$ cat config.mk
export PLATFORM = sky130hd
export DESIGN_NAME = scsi_id_sync_xfer_config
export DESIGN_NICKNAME = d
export VERILOG_FILES = /design/src/include/scsi_pkg.sv /design/src/core/fifo_test_mem.sv /design/src/core/scsi_id_sync_xfer_config.sv
export VERILOG_INCLUDE_DIRS = /design/src /design/src/include
export SDC_FILE = /design/constraint.sdc
export NUM_CORES = 1
export LEC_CHECK = 0
export ABC_AREA = 1
export BUFFER_PORTS_ARGS = -buffer_cell sky130_fd_sc_hd__buf_2
export CAP_MARGIN = 10
export CORE_MARGIN = 4
export CORE_UTILIZATION = 23
export CTS_CLUSTER_DIAMETER = 200
export DETAILED_ROUTE_END_ITERATION = 12
export GPL_ROUTABILITY_DRIVEN = 0
export REMOVE_ABC_BUFFERS = 1
export SYNTH_ARGS = -nofsm -noshare
export SYNTH_HDL_FRONTEND = slang
export SYNTH_SLANG_ARGS = --single-unit
export TNS_END_PERCENT = 5
$ cat constraint.sdc
create_clock -name clk -period 4.3 [get_ports clk]
set_input_delay 0 -clock clk [delete_from_list [all_inputs] [get_ports clk]]
set_output_delay 0 -clock clk [all_outputs]
set_load 0.01 [all_outputs]
$ cat src/include/scsi_cfg.svh
// Offsets, field positions, reset values and counts for the SCSI
// configuration block. Assumes a 32-bit classic Wishbone register bus.
`ifndef SCSI_CFG_SVH
`define SCSI_CFG_SVH
// Register indices; byte address is four times the index
`define IDX_CTL_ONE    6'h01
`define IDX_INT_EN     6'h03
`define IDX_OWN_ID     6'h04
`define IDX_SYNC_XFER  6'h05
`define IDX_OUT_LATCH  6'h06
`define IDX_OUT_CTL    6'h07
`define IDX_DMA_CTL    6'h10
`define IDX_STATUS     6'h11
`define IDX_TEST_CTL   6'h12
`define IDX_TEST_READ  6'h13
// Field positions
`define IEN_DISC       2
`define IEN_RST        1
`define IEN_PARITY     0
`define XF_HALT_DIS    7
`define XF_PER_HI      6
`define XF_PER_LO      4
`define XF_OFS_HI      3
`define CTL1_EXTRA     7
`define CTL1_DRIVE     6
`define DMA_CLK_HI     7
`define DMA_CLK_LO     6
// Reset values
`define RST_BYTE       8'h00
// Protocol figures
`define MSG_DISCONNECT 8'h04
`define MSG_CMD_DONE   8'h00
`define MAX_OFFSET     4'h8
`define BASE_PERIOD    4'h4
`define EXTRA_BYTES    2'h3
`define FIFO_AW        3
`endif

$ cat src/include/scsi_pkg.sv
// Types shared by the SCSI configuration block, its peer model and bench.
// Assumes scsi_cfg.svh holds every number.
package scsi_pkg;
  typedef enum logic [2:0] {
    ST_RUN   = 3'b001,
    ST_DRAIN = 3'b010,
    ST_HALT  = 3'b100
  } halt_state_t;
  // Pins and engine status seen by the block
  typedef struct packed {
    logic       initiator;
    logic       scriptMode;
    logic       disconnect;
    logic [7:0] lastMsg;
    logic       rstSeen;
    logic       parityErr;
    logic       xferDone;
    logic       phaseChange;
    logic       atn;
    logic       io;
    logic       dataPhase;
    logic       sending;
    logic       xferActive;
    logic       xferStart;
    logic       byteMoved;
    logic [3:0] offsetLeft;
    logic       fifosEmpty;
    logic       passParity;
    logic       outParityBad;
    logic       selActive;
    logic [7:0] selIds;
    logic       sendLoad;
    logic [7:0] sendByte;
  } bus_in_t;
  // Drives toward the SCSI bus and the transfer engine
  typedef struct packed {
    logic [7:0] dataOut;
    logic       dataOe;
    logic       selMatch;
    logic [7:0] arbId;
    logic       syncMode;
    logic       syncStrobe;
    logic       halted;
    logic       drainAllow;
    logic       flushFifos;
  } bus_out_t;
endpackage : scsi_pkg

$ cat src/core/fifo_test_mem.sv
// Small storage for the synchronous data FIFO test path.
// Assumes one clock; read data is registered.
`timescale 1ns/10ps
`include "scsi_cfg.svh"
module fifo_test_mem
(
  input  wire logic                   clk,
  input  wire logic                   wrEn,
  input  wire logic [`FIFO_AW-1:0]    wrAddr,
  input  wire logic [7:0]             wrData,
  input  wire logic [`FIFO_AW-1:0]    rdAddr,
  output logic      [7:0]             rdData
);
  logic [7:0] mem [0:(1<<`FIFO_AW)-1];

  // Write and registered read; no reset, contents are test data
  always_ff @(posedge clk)
  begin
    if (wrEn)
    begin
      mem[wrAddr] <= wrData;
    end
    rdData <= mem[rdAddr];
  end
endmodule : fifo_test_mem

$ cat src/core/scsi_id_sync_xfer_config.sv
// SCSI own-ID, sync transfer, output latch and error enable logic.
// Assumes a 32-bit classic Wishbone master and synchronous inputs.
// Notes on behaviour
// [RULE1] Unexpected disconnect raises interrupt only in initiator role.
// [RULE2] Script mode: disconnect legal only after message 04h or 00h.
// [RULE3] Low-level mode: every disconnect counts as unexpected.
// [RULE4] Bus reset seen raises interrupt when its enable is set.
// [RULE5] Initiator parity interrupt waits for transfer end or phase change.
// [RULE6] Target parity interrupt is raised at once.
// [RULE7] After a fault up to three bytes move; receive FIFOs are flushed.
// [RULE8] Target sending with pass parity never drives a bad byte.
// [RULE9] Sync halt waits until no offset is outstanding.
// [RULE10] Selection answered for every ID bit set in own ID.
// [RULE11] Arbitration uses only the highest set own ID bit.
// [RULE12] Halt-disable clear: halt on parity, and on ATN as target.
// [RULE13] Halt-disable set: transfer continues through ATN or parity.
// [RULE14] Period field bits 6..4 give extension 0 to 7.
// [RULE15] Period is 4 plus extension core cycles; send may add one.
// [RULE16] Core cycle is clock times 2, 1.5 or 1 by DMA bits 7..6.
// [RULE17] Offset field 0 is async, 1..8 offsets, above 8 reserved.
// [RULE18] Sync offset used only in data phases.
// [RULE19] Output latch drives data lines when assert bit is set.
// [RULE20] Outgoing data passes the latch; test writes load the FIFO.
// [RULE21] Each condition has its own enable gating the interrupt.
// [RULE22] Latch drives only with I/O low as initiator, high as target.
//
// The implementer's own choice: the Wishbone interface to the registers.
`timescale 1ns/10ps
`include "scsi_cfg.svh"
module scsi_id_sync_xfer_config
  import scsi_pkg::*;
(
  input  wire logic        clk,
  input  wire logic        resetn,
  input  wire logic        cyc_i,
  input  wire logic        stb_i,
  input  wire logic        we_i,
  input  wire logic [7:0]  adr_i,
  input  wire logic [3:0]  sel_i,
  input  wire logic [31:0] dat_i,
  output logic      [31:0] dat_o,
  output logic             ack_o,
  output logic             irqReq,
  input  wire bus_in_t     busIn,
  output bus_out_t         busOut
);

  // ******************************************************
  // State
  // ******************************************************
  typedef struct packed {
    logic          ack;
    logic [31:0]   rdData;
    logic [7:0]    ownId;
    logic [7:0]    syncXfer;
    logic [7:0]    outLatch;
    logic [7:0]    outCtl;
    logic [7:0]    ctlOne;
    logic [7:0]    intEn;
    logic [7:0]    dmaCtl;
    logic          testMode;
    logic [2:0]    pend;
    logic          parityDeferred;
    logic          irq;
    halt_state_t   st;
    logic [1:0]    extra;
    logic [1:0]    div;
    logic [3:0]    perCnt;
    logic [`FIFO_AW-1:0] wrPtr;
    logic [`FIFO_AW-1:0] rdPtr;
    bus_out_t      out;
  } blk_state_t;

  blk_state_t s_q;
  blk_state_t s_d;
  logic [7:0] memRdData;
  logic       memWr;

  // Highest set bit as a one-hot code
  function automatic logic [7:0] topBit(input logic [7:0] v);
    topBit = 8'h00;
    for (int i = 0; i < 8; i++)
    begin
      if (v[i])
      begin
        topBit = 8'h01 << i;
      end
    end
  endfunction : topBit

  // ******************************************************
  // Test FIFO storage
  // ******************************************************
  fifo_test_mem uMem (
    .clk    (clk),
    .wrEn   (memWr),
    .wrAddr (s_q.wrPtr),
    .wrData (dat_i[7:0]),
    .rdAddr (s_q.rdPtr),
    .rdData (memRdData)
  );

  // ******************************************************
  // Next-state logic
  // ******************************************************
  logic       wbHit;
  logic       wrLow;
  logic [5:0] idx;
  logic       discEvt;
  logic       parityNow;
  logic       haltTrig;
  logic       coreEn;
  logic [3:0] period;
  logic [3:0] maxOfs;
  logic [2:0] setBits;
  logic [2:0] clrBits;

  always_comb
  begin
    s_d     = s_q;
    wbHit   = cyc_i & stb_i & ~s_q.ack;
    wrLow   = wbHit & we_i & sel_i[0];
    idx     = adr_i[7:2];
    memWr   = 1'b0;
    clrBits = 3'h0;
    s_d.ack = wbHit;
    s_d.out.syncStrobe = 1'b0;

    // Register writes
    if (wrLow)
    begin
      case (idx)
        `IDX_CTL_ONE:   s_d.ctlOne   = dat_i[7:0];
        `IDX_INT_EN:    s_d.intEn    = dat_i[7:0];
        `IDX_OWN_ID:    s_d.ownId    = dat_i[7:0];
        `IDX_SYNC_XFER: s_d.syncXfer = dat_i[7:0];
        `IDX_OUT_LATCH:
        begin
          s_d.outLatch = dat_i[7:0];
          memWr = s_q.testMode;                        // RULE20
        end
        `IDX_OUT_CTL:   s_d.outCtl   = dat_i[7:0];
        `IDX_DMA_CTL:   s_d.dmaCtl   = dat_i[7:0];
        `IDX_STATUS:    clrBits      = dat_i[2:0];
        `IDX_TEST_CTL:  s_d.testMode = dat_i[0];
        default:        clrBits      = 3'h0;
      endcase
    end
    if (memWr)
    begin
      s_d.wrPtr = s_q.wrPtr + 1'b1;
    end

    // Register reads; unmapped indices answer zero
    s_d.rdData = 32'h0000_0000;
    if (wbHit & ~we_i)
    begin
      case (idx)
        `IDX_CTL_ONE:   s_d.rdData[7:0] = s_q.ctlOne;
        `IDX_INT_EN:    s_d.rdData[7:0] = s_q.intEn;
        `IDX_OWN_ID:    s_d.rdData[7:0] = s_q.ownId;
        `IDX_SYNC_XFER: s_d.rdData[7:0] = s_q.syncXfer;
        `IDX_OUT_LATCH: s_d.rdData[7:0] = s_q.outLatch;
        `IDX_OUT_CTL:   s_d.rdData[7:0] = s_q.outCtl;
        `IDX_DMA_CTL:   s_d.rdData[7:0] = s_q.dmaCtl;
        `IDX_STATUS:
          s_d.rdData[7:0] = {2'h0, s_q.st == ST_HALT,
                             s_q.parityDeferred, s_q.irq, s_q.pend};
        `IDX_TEST_CTL:  s_d.rdData[0]   = s_q.testMode;
        `IDX_TEST_READ:
        begin
          s_d.rdData[7:0] = memRdData;
          s_d.rdPtr = s_q.rdPtr + 1'b1;
        end
        default:        s_d.rdData      = 32'h0000_0000;
      endcase
    end

    // Engine sends always pass through the latch
    if (busIn.sendLoad)
    begin
      s_d.outLatch = busIn.sendByte;                   // RULE20
    end

    // Error events; a set in the same cycle beats a clear
    discEvt = busIn.disconnect & busIn.initiator &     // RULE1
              (~busIn.scriptMode |                     // RULE3
               (busIn.lastMsg != `MSG_DISCONNECT &&
                busIn.lastMsg != `MSG_CMD_DONE));      // RULE2
    parityNow = 1'b0;
    if (busIn.parityErr & ~busIn.initiator)
    begin
      parityNow = 1'b1;                                // RULE6
    end
    if (busIn.parityErr & busIn.initiator)
    begin
      s_d.parityDeferred = 1'b1;                       // RULE5
    end
    if (s_q.parityDeferred & (busIn.xferDone | busIn.phaseChange))
    begin
      parityNow = 1'b1;                                // RULE5
      s_d.parityDeferred = 1'b0;
    end
    setBits = {discEvt, busIn.rstSeen, parityNow};     // RULE4
    s_d.pend = (s_q.pend & ~clrBits) | setBits;
    s_d.irq  = |(s_d.pend & {s_d.intEn[`IEN_DISC],
                             s_d.intEn[`IEN_RST],
                             s_d.intEn[`IEN_PARITY]}); // RULE21

    // Halt control
    haltTrig = ~s_q.syncXfer[`XF_HALT_DIS] &           // RULE13
               (busIn.parityErr |
                (~busIn.initiator & busIn.atn));       // RULE12
    case (s_q.st)
      ST_RUN:
      begin
        if (busIn.xferActive & haltTrig)
        begin
          s_d.st    = ST_DRAIN;
          s_d.extra = 2'h0;
        end
      end
      ST_DRAIN:
      begin
        if (busIn.byteMoved && s_q.extra != `EXTRA_BYTES)
        begin
          s_d.extra = s_q.extra + 1'b1;                // RULE7
        end
        if (busIn.offsetLeft == 4'h0 &&
            (busIn.sending | busIn.fifosEmpty))
        begin
          s_d.st = ST_HALT;                            // RULE9
        end
      end
      ST_HALT:
      begin
        if (busIn.xferStart)
        begin
          s_d.st = ST_RUN;
        end
      end
      default: s_d.st = ST_RUN;
    endcase

    // Core cycle enable from the clock divider
    coreEn = 1'b0;
    case (s_q.dmaCtl[`DMA_CLK_HI:`DMA_CLK_LO])
      2'b10: coreEn = 1'b1;                            // RULE16
      2'b01:
      begin
        s_d.div = (s_q.div == 2'h2) ? 2'h0 : s_q.div + 1'b1;
        coreEn  = (s_q.div != 2'h0);                   // RULE16
      end
      default:
      begin
        s_d.div = {1'b0, ~s_q.div[0]};
        coreEn  = s_q.div[0];                          // RULE16
      end
    endcase

    // Sync period and offset
    period = `BASE_PERIOD +
             {1'b0, s_q.syncXfer[`XF_PER_HI:`XF_PER_LO]}; // RULE14
    if (busIn.sending & s_q.ctlOne[`CTL1_EXTRA])
    begin
      period = period + 4'h1;                          // RULE15
    end
    maxOfs = s_q.syncXfer[`XF_OFS_HI:0];
    if (maxOfs > `MAX_OFFSET)
    begin
      maxOfs = 4'h0;                                   // RULE17
    end
    s_d.out.syncMode = busIn.dataPhase &&
                       maxOfs != 4'h0;                 // RULE18
    if (~(s_d.out.syncMode & busIn.xferActive))
    begin
      s_d.perCnt = 4'h0;
    end
    else if (coreEn)
    begin
      if (s_q.perCnt == period - 4'h1)
      begin
        s_d.perCnt = 4'h0;
        s_d.out.syncStrobe = 1'b1;                     // RULE15
      end
      else
      begin
        s_d.perCnt = s_q.perCnt + 4'h1;
      end
    end

    // Bus-side outputs
    s_d.out.dataOut    = s_d.outLatch;                 // RULE19
    s_d.out.dataOe     = s_d.ctlOne[`CTL1_DRIVE] &
                         (busIn.initiator ? ~busIn.io
                                          : busIn.io) & // RULE22
                         ~(~busIn.initiator & busIn.passParity &
                           busIn.outParityBad);        // RULE8
    s_d.out.selMatch   = busIn.selActive &
                         |(s_q.ownId & busIn.selIds);  // RULE10
    s_d.out.arbId      = topBit(s_q.ownId);            // RULE11
    s_d.out.halted     = (s_d.st == ST_HALT);
    s_d.out.drainAllow = (s_d.st != ST_DRAIN) ||
                         (s_d.extra != `EXTRA_BYTES);  // RULE7
    s_d.out.flushFifos = (s_d.st == ST_DRAIN) &
                         ~busIn.sending;               // RULE7
  end

  // ******************************************************
  // State register
  // ******************************************************
  always_ff @(posedge clk)
  begin
    if (!resetn)
    begin
      s_q    <= '0;
      s_q.st <= ST_RUN;
    end
    else
    begin
      s_q <= s_d;
    end
  end

  assign ack_o  = s_q.ack;
  assign dat_o  = s_q.rdData;
  assign irqReq = s_q.irq;
  assign busOut = s_q.out;
endmodule : scsi_id_sync_xfer_config

==> summary.txt <==
Drt
  – Top sig layer: met4
  – Routed wl met2: just over 10,000 microns
  – Post-route DRC violation count: 0
  – DR WL/cell: around 14 microns
  – Drt pass-1 iters: 5
  – Metal1 wirelength: 10,100 microns
  – Met3 routed WL: 1240 microns
  – Via count: roughly 6,600
  – Antenna-violating nets left: 0
  – Initial DRC Count: around 430
  – DR vias/cell: ~4.3
  – WL final: ~22,000 microns

Floorplan
  – DIE AREA: about 38,000 sq um
  – Die X: between 150 and 200 microns
  – Core Region: 34,500 sq um
  – Chip Height: 195 microns
  – Cell Rows: 68
  – Initial cell density of the core: between 20% and 30%
  – Ports: around 150

STA
  – Fin crit share: a little under half
  – RSZ-0062 raised after global routing: no
  – Highest clock rate: between 400 and 500 MHz
  – Pin slew with the least headroom to its limit: around 1100 ps
  – Fin. Hold Viols: 0
  – Min Hold Slack: 19.2 ps
  – Worst rel slew slack: 25.5%
  – Clock Skew: about 14 ps
  – Setup TNS: 0 ps
  – Setup Viol. Count Final: 0
  – Max Slew Vio Count: 0
  – Tmin final: 2000 ps

Layout
  – Layout cells sized above 1: between 10% and 20%
  – Post-route cell area: around 9700 sq um
  – Layout area overhead: 21.3%
  – Fin nets: around 1,100
  – Non-Filler Instances: around 1,500
  – Diodes inserted: 0

Setup path
  – R2R cell count: 10
  – Endpoint type of the worst setup path: flop
  – CP max FO: 8
  – Worst Setup SP: ack_o$_SDFF_PN0_
  – R2R setup slack: 2300 ps
  – CP Class: flop to flop
  – RR Endpoint: uMem.mem[5][6]$_DFFE_PP_
  – CP Data Arrival Time: roughly 2100 ps
  – FF-to-FF Start: ack_o$_SDFF_PN0_
  – CP startpoint kind: flop
  – CP cell instances: inv_1, nand3_2, inv_1, nand2_2, nor2_8, nand2_4, inv_2, nand2_2, nor3_1, buf_4
  – Slowest stage cell on the critical path: dfxtp_1
  – Crit-path max cell delay: 310 ps
  – WP data required: between 4000 and 5000 ps

Synthesis
  – Seq cells post-synth: between 150 and 200
  – Asr flop ratio synth: 0%
  – Syn_area_per_cell: between 8 and 9 sq um
  – Number of synthesized flops with an enable pin: 64
  – Syn Std Cell Area: about 8000 sq um
  – Synth top cells by count: nand2_1, dfxtp_1, nor2_1
  – Top_reg_cell synth: dfxtp_1
  – Mapped Cells: about 930
  – Synth warn: 0
  – Post-synthesis cell type count: 45
  – Area leader, netlist: dfxtp_1
  – Post-synthesis sequential area ratio: 51.8%
  – Top cell type's share of synthesized area: roughly 28%
  – Most frequent cell after synthesis: nand2_1
  – Main area contributors after synthesis: dfxtp_1, edfxtp_1, nand2_1

Pwr
  – Lkg Pwr: 4.04 nW
  – Power Density: 366 nW/um^2
  – Max VDD drop: between 0.2 and 0.3 mV
  – Final Total Pwr: around 3.6 mW

Place
  – IO buf count: just under 100
  – Area after DPL: between 8000 and 9000 sq um
  – DP Cell Count: 1,439
  – HPWL after DPL: between 15,000 and 20,000 microns

Flow run
  – Max-cap viol count: 0

Worst hold path
  – Hold Path Class: input port to flop
  – Hold path depth: 4
  – Hold Crit Start: busIn[8]
  – WHS Endpoint: busOut[21]$_SDFFE_PN0P_

Clock tree
  – Root Driver: clkbuf_16
  – Clock tree buffer depth: 2
  – TritonCTS clock tree: yes
  – Skew-Pair Late Insertion Delay: around 440 ps
  – H-tree Lvls: 4
  – Postcts setup bufs: 0
  – CTS buffer count: 17
  – Reg clk slew, reported paths: approximately 80 ps
  – Resized cells post-CTS: 0
  – TritonCTS Sinks: around 180

GRT
  – Vias in the first global route: around 6,400
  – First-pass GRT wire length: between 30,000 and 40,000 microns
  – Remaining global-route overflow: 0
  – Largest net degree at the start of global routing: 35
  – Tot GR Track Use: a little under an eighth
  – Initial antenna violation count: 0

Outcome
  – Outcome: completed
[metrics by stage]
stage | setup slack [ps] | utilization [%]
6_report | 2300 | 28.2
5_1_grt | 2150 | 28.2
4_1_cts | 2300 | 28.1
3_5_place_dp | 2290 | 25.2
3_3_place_gp | 2340 | 25.2
2_1_floorplan | 2200 | -
[worst max-delay path: cells and delay by family, from the launching register on]
| kind | cells | cell delay [ps] |
|---|---|---|
| DFF | 1 | 310 |
| buffers and inverters | 4 | 470 |
| and+or+nand+nor | 6 | 910 |
[layout make-up]
cell class / instances / area, sq um
fillers: 3674 / 24700
inverters: 95 / 363
clock inverters: 15 / 174
repair buffers: 150 / 998
well taps: 455 / 569
multi-input cells: 604 / 3040
flip-flops and latches: 175 / 4140
clock buffers: 17 / 425
[report_power, final]
group	leakage, nW	internal (mW)	switching (mW)
sequential	1.48	1.73	0.0162
clock	0.296	0.793	0.764
combinational	2.26	0.0923	0.156
[cell usage in the layout, fill, tap and decap left out, types with 2 or more instances in the layout]
cell / count
conb_1: 24
nor2_2: 4
clkinv_8: 3
nor4_1: 3
edfxtp_1: 64
clkbuf_16: 17
nor2_4: 6
o21ai_0: 69
clkinv_1: 3
a31oi_1: 6
nand3_1: 36
nand2_4: 4
o211ai_1: 7
a211oi_1: 9
dfxtp_1: 111
o21ai_1: 3
buf_2: 98
buf_4: 12
nand2_1: 175
inv_1: 85
clkinv_4: 2
o32ai_1: 16
nor2_1: 110
a221oi_1: 2
nor3_1: 19
xor2_1: 4
inv_6: 3
nand4_1: 10
inv_8: 8
a211oi_2: 2
nand2_2: 10
inv_2: 5
nand3_2: 3
dlygate4sd3_1: 39
ha_1: 8
nor2_8: 3
a21oi_1: 61
[sequential cells by signal, indices dropped and copies added (netlist names)]
register     flops
irqReq           1
uMem.mem        64
dat_o            8
uMem.rdData      8
ack_o            1
s_q             70
busOut          23
[kinds of logic (layout without fill, tap and decap cells)]
kind of cell | count (synthesis) | after routing | synth area share (%)
mux | 1 | 1 | 0.125
simple gates | 386 | 386 | 21.8
fa+ha+maj | 8 | 8 | 1.25
compound gates | 180 | 180 | 13.0
buf+inv | 176 | 277 | 11.4
xor+xnor | 5 | 5 | 0.547
other cells | 1 | 24 | 0.0469
flops | 175 | 175 | 51.8
[layer usage]
layer  vias to the layer above  GRT usage, %
li1                       3265             -
met1                      3090          15.5
met2                       175          18.7
met3                        20          3.00
met4                         0          2.19
met5                         -             0
[worst max-delay path by stage]
stage | endpoint | slack (ps) | cells past startpoint
after CTS | uMem.mem[5][6]$_DFFE_PP_ | 2300 | 10
final | uMem.mem[5][6]$_DFFE_PP_ | 2300 | 10
after detailed placement | uMem.mem[1][1]$_DFFE_PP_ | 2290 | 10
after floorplan | uMem.mem[1][0]$_DFFE_PP_ | 2200 | 9
after global routing | uMem.mem[5][6]$_DFFE_PP_ | 2150 | 10
after global placement | uMem.mem[1][1]$_DFFE_PP_ | 2340 | 10
[timing repair]
action,CTS,global route
endpoints found under the hold margin,85,0
hold buffers,39,0
setup endpoints to repair,0,0
No activity file was read; power rests on OpenSTA's default activity.
